==> config.mk <==
export PLATFORM = sky130hd
export DESIGN_NAME = foa_alert_logic
export DESIGN_NICKNAME = d
export VERILOG_FILES = /design/src/rtl/foa_alert_logic.v /design/src/rtl/foa_gpio_pin.v
export VERILOG_INCLUDE_DIRS = /design/src /design/src/rtl
export SDC_FILE = /design/constraint.sdc
export NUM_CORES = 1
export LEC_CHECK = 0
export ABC_CLOCK_PERIOD_IN_PS = 2440
export BUFFER_PORTS_ARGS = -buffer_cell sky130_fd_sc_hd__buf_4
export CAP_MARGIN = 15
export CELL_PAD_IN_SITES_DETAIL_PLACEMENT = 1
export CELL_PAD_IN_SITES_GLOBAL_PLACEMENT = 2
export CORE_MARGIN = 2
export CORE_UTILIZATION = 27
export CTS_BUF_LIST = sky130_fd_sc_hd__clkbuf_16
export DETAILED_ROUTE_END_ITERATION = 10
export GPL_TIMING_DRIVEN = 0
export PLACE_DENSITY_LB_ADDON = 0.1
export SYNTH_ARGS = -nofsm -noshare
export SYNTH_HDL_FRONTEND = slang
export SYNTH_SLANG_ARGS = --single-unit
==> constraint.sdc <==
create_clock -name CLK_I -period 2.44 [get_ports CLK_I]
set_input_delay 0.122 -clock CLK_I [delete_from_list [all_inputs] [get_ports CLK_I]]
set_output_delay 0.122 -clock CLK_I [all_outputs]
set_load 0.01 [all_outputs]
==> src/rtl/foa_defs.vh <==
// Register map, field positions, reset values and counts of the fault-output block
`ifndef FOA_DEFS_VH
`define FOA_DEFS_VH

// ----------------------------------------------------------------
// Register offsets
// ----------------------------------------------------------------
`define FOA_ADDR_FAULT_EN     8'h1B
`define FOA_ADDR_THR_LSB      8'h4D
`define FOA_ADDR_PIN_CFG      8'h22
`define FOA_ADDR_OC_CLEAR     8'h53
`define FOA_ADDR_OC_CFG       8'h5C
`define FOA_ADDR_FLAGS        8'h60
`define FOA_ADDR_STATUS       8'h61

// ----------------------------------------------------------------
// Field positions
// ----------------------------------------------------------------
`define FOA_EN_INT            0
`define FOA_EN_RMT1           1
`define FOA_EN_RMT2           2
`define FOA_EN_CUR            3
`define FOA_EN_ALERT          4
`define FOA_TRIM1_HI          7
`define FOA_TRIM1_LO          5
`define FOA_PRI_LSB_HI        1
`define FOA_PRI_LSB_LO        0
`define FOA_SEC_LSB_HI        3
`define FOA_SEC_LSB_LO        2
`define FOA_TRIM2_HI          6
`define FOA_TRIM2_LO          4
`define FOA_OC_CLR_BIT        6
`define FOA_OC_LATCH_BIT      2
`define FOA_OC_DLY_HI         1
`define FOA_OC_DLY_LO         0
`define FOA_FLAG_INT_OT       0
`define FOA_FLAG_RMT1_OT      1
`define FOA_FLAG_RMT2_OT      2
`define FOA_FLAG_RMT1_DIODE   3
`define FOA_FLAG_RMT2_DIODE   4
`define FOA_FLAG_SEC_OC       5
`define FOA_FLAG_PRI_OC       6

// ----------------------------------------------------------------
// Reset values
// ----------------------------------------------------------------
`define FOA_RST_FAULT_EN      8'h00
`define FOA_RST_THR_LSB       8'h00
`define FOA_RST_PIN_CFG       8'h00
`define FOA_RST_OC_CFG        8'h00
`define FOA_RST_FLAGS         7'h00

// ----------------------------------------------------------------
// Pin modes and secondary overcurrent delay counts (conversions)
// ----------------------------------------------------------------
`define FOA_PIN_INPUT         2'h0
`define FOA_PIN_MRESET        2'h1
`define FOA_PIN_OUTPUT        2'h2
`define FOA_PIN_FAULT         2'h3
`define FOA_SOC_DLY0          4'h1
`define FOA_SOC_DLY1          4'h2
`define FOA_SOC_DLY2          4'h4
`define FOA_SOC_DLY3          4'h8

`endif

==> src/rtl/foa_alert_logic.v <==
// Fault enables, offset trims, threshold LSBs, fault outputs and combined alert
// ----------------------------------------------------------------
// ----------------------------------------------------------------
`default_nettype none
module foa_alert_logic
#(
  parameter TW = 10
)
(
  input  wire          CLK_I,
  input  wire          NRST_I,
  input  wire [7:0]    REG_ADDR_I,
  input  wire [7:0]    REG_WDATA_I,
  input  wire          REG_WR_I,
  input  wire          REG_RD_I,
  output reg  [7:0]    REG_RDATA_O,
  input  wire          TEMP_VALID_I,
  input  wire [TW-1:0] INT_TEMP_I,
  input  wire [7:0]    INT_PRI_THR_MSB_I,
  input  wire [7:0]    INT_SEC_THR_MSB_I,
  input  wire [TW-1:0] RMT1_RAW_I,
  input  wire [TW-1:0] RMT2_RAW_I,
  input  wire [TW-1:0] RMT1_PRI_THR_I,
  input  wire [TW-1:0] RMT2_PRI_THR_I,
  input  wire          RMT1_DIODE_FAULT_I,
  input  wire          RMT2_DIODE_FAULT_I,
  input  wire          PRI_OC_CMP_I,
  input  wire          CS_VALID_I,
  input  wire [7:0]    CS_RESULT_I,
  input  wire [7:0]    CS_SEC_THR_I,
  input  wire          RESET_OUT_N_I,
  input  wire          GENERAL_FAULT_OUT_A_N_I,
  input  wire          GENERAL_FAULT_OUT_B_N_I,
  input  wire          GENERAL_PIN_A_I,
  input  wire          GENERAL_PIN_B_I,
  output wire          GENERAL_PIN_A_O,
  output wire          GENERAL_PIN_A_OE_O,
  output wire          GENERAL_PIN_B_O,
  output wire          GENERAL_PIN_B_OE_O,
  output wire          MANUAL_RESET_A_O,
  output wire          MANUAL_RESET_B_O,
  output reg  [TW-1:0] RMT1_TEMP_O,
  output reg  [TW-1:0] RMT2_TEMP_O,
  output reg           INT_SEC_OT_O,
  output reg           SEC_OC_FAULT_O,
  output reg           OVERTEMP_FAULT_OUT_N_O,
  output reg           OVERCURRENT_FAULT_OUT_N_O,
  output reg           ALERT_N_O
);
`include "foa_defs.vh"
// ----------------------------------------------------------------
// Declarations
// ----------------------------------------------------------------
reg  [7:0]    fault_en;
reg  [7:0]    thr_lsb;
reg  [7:0]    pin_cfg;
reg  [7:0]    oc_cfg;
reg  [6:0]    flags;
reg  [6:0]    next_flags;
reg  [6:0]    flag_set;
reg  [6:0]    flag_clr;
reg  [3:0]    soc_cnt;
reg  [3:0]    soc_need;
reg           oc_latch;
reg           int_pri_ot;
reg           rmt1_pri_ot;
reg           rmt2_pri_ot;
wire          wr_en;
wire          en_int;
wire          en_rmt1;
wire          en_rmt2;
wire          en_cur;
wire          one_hot;
wire [TW-1:0] trim1;
wire [TW-1:0] trim2;
wire [TW-1:0] rmt1_corr;
wire [TW-1:0] rmt2_corr;
wire [TW-1:0] int_pri_thr;
wire [TW-1:0] int_sec_thr;
wire          oc_clear;
wire          soc_over;
wire          ot_active;
wire          oc_active;
wire          pin_a_fault;
wire          pin_b_fault;
wire          pin_a_in;
wire          pin_b_in;
wire          alert_any;
assign wr_en   = REG_WR_I;
assign en_int  = fault_en[`FOA_EN_INT];
assign en_rmt1 = fault_en[`FOA_EN_RMT1];
assign en_rmt2 = fault_en[`FOA_EN_RMT2];
assign en_cur  = fault_en[`FOA_EN_CUR];
// ----------------------------------------------------------------
// Register writes
// ----------------------------------------------------------------
always @(posedge CLK_I)
begin
  if (!NRST_I)
  begin
    fault_en <= `FOA_RST_FAULT_EN;
    thr_lsb  <= `FOA_RST_THR_LSB;
    pin_cfg  <= `FOA_RST_PIN_CFG;
    oc_cfg   <= `FOA_RST_OC_CFG;
  end
  else if (wr_en)
  begin
    case (REG_ADDR_I)
      `FOA_ADDR_FAULT_EN: fault_en <= REG_WDATA_I;
      `FOA_ADDR_THR_LSB:  thr_lsb  <= {1'b0, REG_WDATA_I[6:0]};
      `FOA_ADDR_PIN_CFG:  pin_cfg  <= REG_WDATA_I;
      `FOA_ADDR_OC_CFG:   oc_cfg   <= {5'h0_0, REG_WDATA_I[2:0]};
      default:            fault_en <= fault_en;
    endcase
  end
end
// ----------------------------------------------------------------
// Offset trims and threshold assembly
// ----------------------------------------------------------------
// sign-extend, times four
assign trim1 = {{(TW-5){fault_en[`FOA_TRIM1_HI]}}, fault_en[`FOA_TRIM1_HI:`FOA_TRIM1_LO], 2'b00};
assign trim2 = {{(TW-5){thr_lsb[`FOA_TRIM2_HI]}}, thr_lsb[`FOA_TRIM2_HI:`FOA_TRIM2_LO], 2'b00};
// Wraps rather than saturates at the code extremes
assign rmt1_corr = RMT1_RAW_I + trim1;
assign rmt2_corr = RMT2_RAW_I + trim2;
assign int_pri_thr = {INT_PRI_THR_MSB_I, thr_lsb[`FOA_PRI_LSB_HI:`FOA_PRI_LSB_LO]};
assign int_sec_thr = {INT_SEC_THR_MSB_I, thr_lsb[`FOA_SEC_LSB_HI:`FOA_SEC_LSB_LO]};
// ----------------------------------------------------------------
// Temperature comparisons, once per conversion round
// ----------------------------------------------------------------
always @(posedge CLK_I)
begin
  if (!NRST_I)
  begin
    RMT1_TEMP_O  <= {TW{1'b0}};
    RMT2_TEMP_O  <= {TW{1'b0}};
    int_pri_ot   <= 1'b0;
    rmt1_pri_ot  <= 1'b0;
    rmt2_pri_ot  <= 1'b0;
    INT_SEC_OT_O <= 1'b0;
  end
  else
  begin
    if (TEMP_VALID_I)
    begin
      RMT1_TEMP_O  <= rmt1_corr;
      RMT2_TEMP_O  <= rmt2_corr;
      int_pri_ot   <= en_int && (INT_TEMP_I >= int_pri_thr);
      INT_SEC_OT_O <= en_int && (INT_TEMP_I >= int_sec_thr);
      rmt1_pri_ot  <= en_rmt1 && (rmt1_corr >= RMT1_PRI_THR_I);
      rmt2_pri_ot  <= en_rmt2 && (rmt2_corr >= RMT2_PRI_THR_I);
    end
    else
    begin
      // Disabling a sensor drops its fault at once
      int_pri_ot   <= int_pri_ot && en_int;
      INT_SEC_OT_O <= INT_SEC_OT_O && en_int;
      rmt1_pri_ot  <= rmt1_pri_ot && en_rmt1;
      rmt2_pri_ot  <= rmt2_pri_ot && en_rmt2;
    end
  end
end
// ----------------------------------------------------------------
// Secondary overcurrent with programmable delay
// ----------------------------------------------------------------
always @*
begin
  case (oc_cfg[`FOA_OC_DLY_HI:`FOA_OC_DLY_LO])
    2'h0:    soc_need = `FOA_SOC_DLY0;
    2'h1:    soc_need = `FOA_SOC_DLY1;
    2'h2:    soc_need = `FOA_SOC_DLY2;
    2'h3:    soc_need = `FOA_SOC_DLY3;
    default: soc_need = `FOA_SOC_DLY0;
  endcase
end
assign soc_over = en_cur && (CS_RESULT_I > CS_SEC_THR_I);
always @(posedge CLK_I)
begin
  if (!NRST_I)
  begin
    soc_cnt        <= 4'h0;
    SEC_OC_FAULT_O <= 1'b0;
  end
  else if (!en_cur)
  begin
    soc_cnt        <= 4'h0;
    SEC_OC_FAULT_O <= 1'b0;
  end
  else if (CS_VALID_I)
  begin
    if (!soc_over)
    begin
      soc_cnt        <= 4'h0;
      SEC_OC_FAULT_O <= 1'b0;
    end
    else
    begin
      if (soc_cnt < soc_need)
        soc_cnt <= soc_cnt + 4'h1;
      SEC_OC_FAULT_O <= ((soc_cnt + 4'h1) >= soc_need);
    end
  end
end
// ----------------------------------------------------------------
// Latched fault flags
// ----------------------------------------------------------------
// A single 1 in the written byte selects the flag to clear
assign one_hot = (REG_WDATA_I != 8'h00) && ((REG_WDATA_I & (REG_WDATA_I - 8'h01)) == 8'h00);
always @*
begin
  flag_set = 7'h00;
  flag_set[`FOA_FLAG_INT_OT]     = int_pri_ot;
  flag_set[`FOA_FLAG_RMT1_OT]    = rmt1_pri_ot;
  flag_set[`FOA_FLAG_RMT2_OT]    = rmt2_pri_ot;
  flag_set[`FOA_FLAG_RMT1_DIODE] = en_rmt1 && RMT1_DIODE_FAULT_I;
  flag_set[`FOA_FLAG_RMT2_DIODE] = en_rmt2 && RMT2_DIODE_FAULT_I;
  flag_set[`FOA_FLAG_SEC_OC]     = SEC_OC_FAULT_O;
  flag_set[`FOA_FLAG_PRI_OC]     = en_cur && PRI_OC_CMP_I;
  flag_clr = 7'h00;
  if (wr_en && (REG_ADDR_I == `FOA_ADDR_FLAGS) && one_hot)
    flag_clr = REG_WDATA_I[6:0];
  // Set wins so a coincident event is never lost
  next_flags = (flags & ~flag_clr) | flag_set;
end
always @(posedge CLK_I)
begin
  if (!NRST_I)
    flags <= `FOA_RST_FLAGS;
  else
    flags <= next_flags;
end
// ----------------------------------------------------------------
// Overtemperature and overcurrent outputs
// ----------------------------------------------------------------
// diode flags hold output low
assign ot_active = int_pri_ot || rmt1_pri_ot || rmt2_pri_ot
                 || flags[`FOA_FLAG_RMT1_DIODE] || flags[`FOA_FLAG_RMT2_DIODE];
assign oc_clear = wr_en && (REG_ADDR_I == `FOA_ADDR_OC_CLEAR) && REG_WDATA_I[`FOA_OC_CLR_BIT];
always @(posedge CLK_I)
begin
  if (!NRST_I)
    oc_latch <= 1'b0;
  else if (en_cur && PRI_OC_CMP_I && oc_cfg[`FOA_OC_LATCH_BIT])
    oc_latch <= 1'b1;
  else if (oc_clear || !oc_cfg[`FOA_OC_LATCH_BIT] || !en_cur)
    oc_latch <= 1'b0;
end
assign oc_active = en_cur && (PRI_OC_CMP_I || oc_latch);
always @(posedge CLK_I)
begin
  if (!NRST_I)
  begin
    OVERTEMP_FAULT_OUT_N_O    <= 1'b1;
    OVERCURRENT_FAULT_OUT_N_O <= 1'b1;
  end
  else
  begin
    OVERTEMP_FAULT_OUT_N_O    <= ~ot_active;
    OVERCURRENT_FAULT_OUT_N_O <= ~oc_active;
  end
end
// ----------------------------------------------------------------
// General-purpose pins
// ----------------------------------------------------------------
// Fault select bit picks overtemp (0) or overcurrent (1)
foa_gpio_pin u_pin_a
(
  .clk_i       (CLK_I),
  .nrst_i      (NRST_I),
  .mode_i      (pin_cfg[1:0]),
  .out_level_i (pin_cfg[4]),
  .fault_i     (pin_cfg[6] ? oc_active : ot_active),
  .pin_i       (GENERAL_PIN_A_I),
  .pin_o       (GENERAL_PIN_A_O),
  .pin_oe_o    (GENERAL_PIN_A_OE_O),
  .mreset_o    (MANUAL_RESET_A_O),
  .in_level_o  (pin_a_in),
  .fault_low_o (pin_a_fault)
);
foa_gpio_pin u_pin_b
(
  .clk_i       (CLK_I),
  .nrst_i      (NRST_I),
  .mode_i      (pin_cfg[3:2]),
  .out_level_i (pin_cfg[5]),
  .fault_i     (pin_cfg[7] ? oc_active : ot_active),
  .pin_i       (GENERAL_PIN_B_I),
  .pin_o       (GENERAL_PIN_B_O),
  .pin_oe_o    (GENERAL_PIN_B_OE_O),
  .mreset_o    (MANUAL_RESET_B_O),
  .in_level_o  (pin_b_in),
  .fault_low_o (pin_b_fault)
);
// ----------------------------------------------------------------
// Combined alert
// ----------------------------------------------------------------
// AND of active-low fault lines
assign alert_any = ~(RESET_OUT_N_I & GENERAL_FAULT_OUT_A_N_I & GENERAL_FAULT_OUT_B_N_I
                   & OVERTEMP_FAULT_OUT_N_O & OVERCURRENT_FAULT_OUT_N_O
                   & ~pin_a_fault & ~pin_b_fault);
always @(posedge CLK_I)
begin
  if (!NRST_I)
    ALERT_N_O <= 1'b1;
  else
    ALERT_N_O <= ~(fault_en[`FOA_EN_ALERT] && alert_any);
end
// ----------------------------------------------------------------
// Register reads
// ----------------------------------------------------------------
// Unmapped and write-only addresses read zero
always @(posedge CLK_I)
begin
  if (!NRST_I)
    REG_RDATA_O <= 8'h00;
  else if (REG_RD_I)
  begin
    case (REG_ADDR_I)
      `FOA_ADDR_FAULT_EN: REG_RDATA_O <= fault_en;
      `FOA_ADDR_THR_LSB:  REG_RDATA_O <= thr_lsb;
      `FOA_ADDR_PIN_CFG:  REG_RDATA_O <= pin_cfg;
      `FOA_ADDR_OC_CFG:   REG_RDATA_O <= oc_cfg;
      `FOA_ADDR_FLAGS:    REG_RDATA_O <= {1'b0, flags};
      `FOA_ADDR_STATUS:   REG_RDATA_O <= {oc_latch, pin_b_in, pin_a_in, SEC_OC_FAULT_O, INT_SEC_OT_O,
                                          ~ALERT_N_O, ~OVERCURRENT_FAULT_OUT_N_O, ~OVERTEMP_FAULT_OUT_N_O};
      default:            REG_RDATA_O <= 8'h00;
    endcase
  end
end
// host-side query; nothing here beyond holding the alert low
endmodule // foa_alert_logic
`default_nettype wire

==> src/rtl/foa_gpio_pin.v <==
// One open-drain general-purpose pin with its four modes
`default_nettype none

module foa_gpio_pin
(
  input  wire       clk_i,
  input  wire       nrst_i,
  input  wire [1:0] mode_i,
  input  wire       out_level_i,
  input  wire       fault_i,
  input  wire       pin_i,
  output reg        pin_o,
  output reg        pin_oe_o,
  output reg        mreset_o,
  output reg        in_level_o,
  output reg        fault_low_o
);

`include "foa_defs.vh"

// ----------------------------------------------------------------
// Pin drive and sampling
// ----------------------------------------------------------------
always @(posedge clk_i)
begin
  if (!nrst_i)
  begin
    pin_o       <= 1'b0;
    pin_oe_o    <= 1'b0;
    mreset_o    <= 1'b0;
    in_level_o  <= 1'b0;
    fault_low_o <= 1'b0;
  end
  else
  begin
    // Open drain: only ever pulls low
    pin_o      <= 1'b0;
    in_level_o <= pin_i;
    case (mode_i)
      `FOA_PIN_INPUT:
      begin
        pin_oe_o    <= 1'b0;
        mreset_o    <= 1'b0;
        fault_low_o <= 1'b0;
      end
      `FOA_PIN_MRESET:
      begin
        pin_oe_o    <= 1'b0;
        mreset_o    <= ~pin_i;
        fault_low_o <= 1'b0;
      end
      `FOA_PIN_OUTPUT:
      begin
        pin_oe_o    <= ~out_level_i;
        mreset_o    <= 1'b0;
        fault_low_o <= 1'b0;
      end
      `FOA_PIN_FAULT:
      begin
        pin_oe_o    <= fault_i;
        mreset_o    <= 1'b0;
        fault_low_o <= fault_i;
      end
      default:
      begin
        pin_oe_o    <= 1'b0;
        mreset_o    <= 1'b0;
        fault_low_o <= 1'b0;
      end
    endcase
  end
end

endmodule // foa_gpio_pin

`default_nettype wire

==> metrics.txt <==
vias in the first global route ~5400; Final Cell Area roughly 0.0074 mm²; Worst VDD drop ~340 µV; Seq. cell area approximately 0.0017 mm²; Critical Path Fanout Max 4; RSZ-0062 raised after global routing true; Post-synth EDFFs 0; clk sink count 82; CP Data Required Time approximately 2700 ps; maxcap violations 0; CP Launch Type flop; Via density 4.84; Final setup viols 2; Final period util 1.12; htree depth 3; top_reg_cell synth dfxtp_1; post-synthesis xor/xnor area fraction 0.0282; Starting Density 0.273; first-pass GRT wire length between 20000 and 30000 µm; pins over their slew limit 0; post-synthesis cell type count 60; Area growth syn-to-layout 40.0%; All-Layer GR Usage 0.182; DP Area 0.00680 mm²; largest net degree at the start of global routing 17; setup TNS -486 ps; Ports 151; Synth Area in Compound Gates 0.197; Fmax approximately 0.37 GHz; slew margin rel. 0.346; sequential area share after synthesis 0.311; status finished, violations left; Post-Route WL about 18000 µm; first-pass detailed-route iteration total 4; gpl congestion around 0.8; Multi-input gate area about 0.0035 mm²; die width between 100 and 150 µm; Site Rows about 50; Synth Area in Simple Gates 0.168; Die Height 144 µm; crit end category flop; worst slew pin tran a little under 1000 ps; diode count 0; ys async rst share 0; Mapped Cells about 630; CORE AREA 0.0193 mm²; First DRT Iteration DRCs about 150; largest family of logic cells by synthesized area compound AO/OA/AOI/OAI gates; TritonCTS Buffers 9; gr ovfl total 0; share of layout cells above drive strength 1 0.270; Critical Path AT between 2000 and 3000 ps; PD cells about 450 mW/mm²; Synth Warn # 0; #FFs+latches synth 82; leakage power between 3 and 4 nW; antenna-violating nets left 0; worst slack at placement -593 ps; TritonCTS clock tree yes; post-synthesis adder-cell area fraction 0.178; Buffers on Ports ~150; Hold Vio Cnt, Final 0; Setup Skew approximately 8.6 ps; CTS Buffer Depth 2; clk slew on worst S/H paths about 70 ps; WS Path Type reg -> reg; initial antenna violation count 0; root buf cell clkbuf_16; failing checks negative setup slack; clock latency on the worst-skew pair approximately 350 ps; overall power roughly 3.3 mW; final core occ 0.382; Nets 998; Hold Crit Class in -> reg; post-synthesis mux area share 0.0550; synthesized cell area about 0.0053 mm²; DRC violation count after routing 0; # fillers around 2300; Final min period between 2000 and 3000 ps; routed length per instance approximately 17 µm; Avg Cell Area, Syn ~8.3 µm²; Die ar. between 0.02 and 0.025 mm²; DP Wirelength approximately 15000 µm; via count ~5200; Final WS setup -282 ps
-- synthesized netlist by cell type, types with 3 or more instances --
master,number,area share
nor4b_1,3,0.0050
and2_1,3,0.0036
a21oi_1,57,0.054
a221oi_1,4,0.0066
nand2b_1,11,0.013
nor3_1,10,0.0095
nand2_1,68,0.048
a211o_1,3,0.0050
inv_1,63,0.045
a311oi_1,3,0.0050
nand3_1,26,0.025
and3_1,4,0.0047
o21ai_1,15,0.014
a22o_1,4,0.0066
buf_1,3,0.0021
a21o_1,6,0.0085
nor3b_1,3,0.0043
mux2i_1,29,0.055
a2111o_1,3,0.0064
xor2_1,8,0.013
a21boi_0,3,0.0043
ha_1,71,0.17
dfxtp_1,82,0.31
xnor2_1,9,0.015
a31oi_1,5,0.0059
a41oi_1,3,0.0050
o21a_1,12,0.017
a211oi_1,5,0.0071
a22oi_1,3,0.0043
clkbuf_1,15,0.011
o211ai_1,7,0.010
o21ai_0,14,0.013
nor2_1,43,0.031
-- flip-flops by register name, indices dropped and copies added (netlist names), 3 cells and up --
| register | flops |
|---|---|
| RMT1_TEMP_O | 10 |
| REG_RDATA_O | 8 |
| oc_cfg | 3 |
| soc_cnt | 4 |
| fault_en | 8 |
| thr_lsb | 7 |
| RMT2_TEMP_O | 10 |
| flags | 7 |
| pin_cfg | 8 |
-- cells in the final DEF (no fill, tap or decap), drive strengths merged, types with 10 or more instances in the layout --
master and instances:
buf 171, dfxtp 82, ha 71, nand2 68, inv 68, a21oi 57, nor2 43, mux2i 29
o21ai 29, nand3 26, clkbuf 24, o21a 12, nand2b 11, nor3 10
-- power by group --
| part | switching, mW | internal (mW) | total, mW |
|---|---|---|---|
| combinational | 0.284 | 0.297 | 0.581 |
| clock | 0.661 | 0.713 | 1.37 |
| sequential | 0.0150 | 1.36 | 1.37 |
-- critical path, stage by stage (launching register included) --
cell and delay (ps):
dfxtp_4 360, ha_1 270, a21o_1 180, a221o_1 340
nor2_1 150, xnor2_1 120, ha_1 230, a2111o_1 400
a21oi_2 160, o21ai_2 90, a21oi_2 220, a21oi_2 70
-- worst paths after layout --
path,startpoint,end,slack [ps],cells past startpoint
worst min register to register,REG_RDATA_O[7],REG_RDATA_O[7],460,2
worst min-delay path,REG_RD_I,REG_RDATA_O[1],20,2
worst max register to register,fault_en[6],rmt1_pri_ot,-280,11
worst max-delay path,fault_en[6],rmt1_pri_ot,-280,11
-- what timing repair did --
action	CTS	global route
pin swaps	24	21
hold buffers	2	0
buffers inserted	14	5
endpoints found under the hold margin	3	0
resized for setup	22	6
setup endpoints to repair	2	2
-- routing by layer --
metal	global-route usage	up-vias	routed length (µm)
li1	-	2598	-
met1	0.229	2498	8270
met2	0.311	128	8890
met3	0.0430	16	982
met4	0.0490	0	246
met5	0	-	0
-- kinds of logic after synthesis --
group | after synthesis
buffers and inverters | 85
multiplexers | 29
AO/OA/AOI/OAI | 159
XOR/XNOR | 17
AND/OR/NAND/NOR | 186
other | 1
adder cells (fa/ha/maj) | 74
flip-flops | 82
-- layout make-up --
type,count,area share
timing repair buffer,168,0.172
clock inverter,7,0.00830
clock buffer,9,0.0305
multi-input combinational,467,0.474
sequential,82,0.225
buffer,21,0.0119
inverter,64,0.0325
tap,265,0.0449
-- through the flow --
stage                     hold WS [ps]  cells
after CTS                         13.2   1078
after global routing              25.7   1083
after detailed placement           302   1046
after floorplan                    199    634
after global placement             298   1045
final                             19.0   1083
Note: power is estimated with default switching activity, not from simulation.
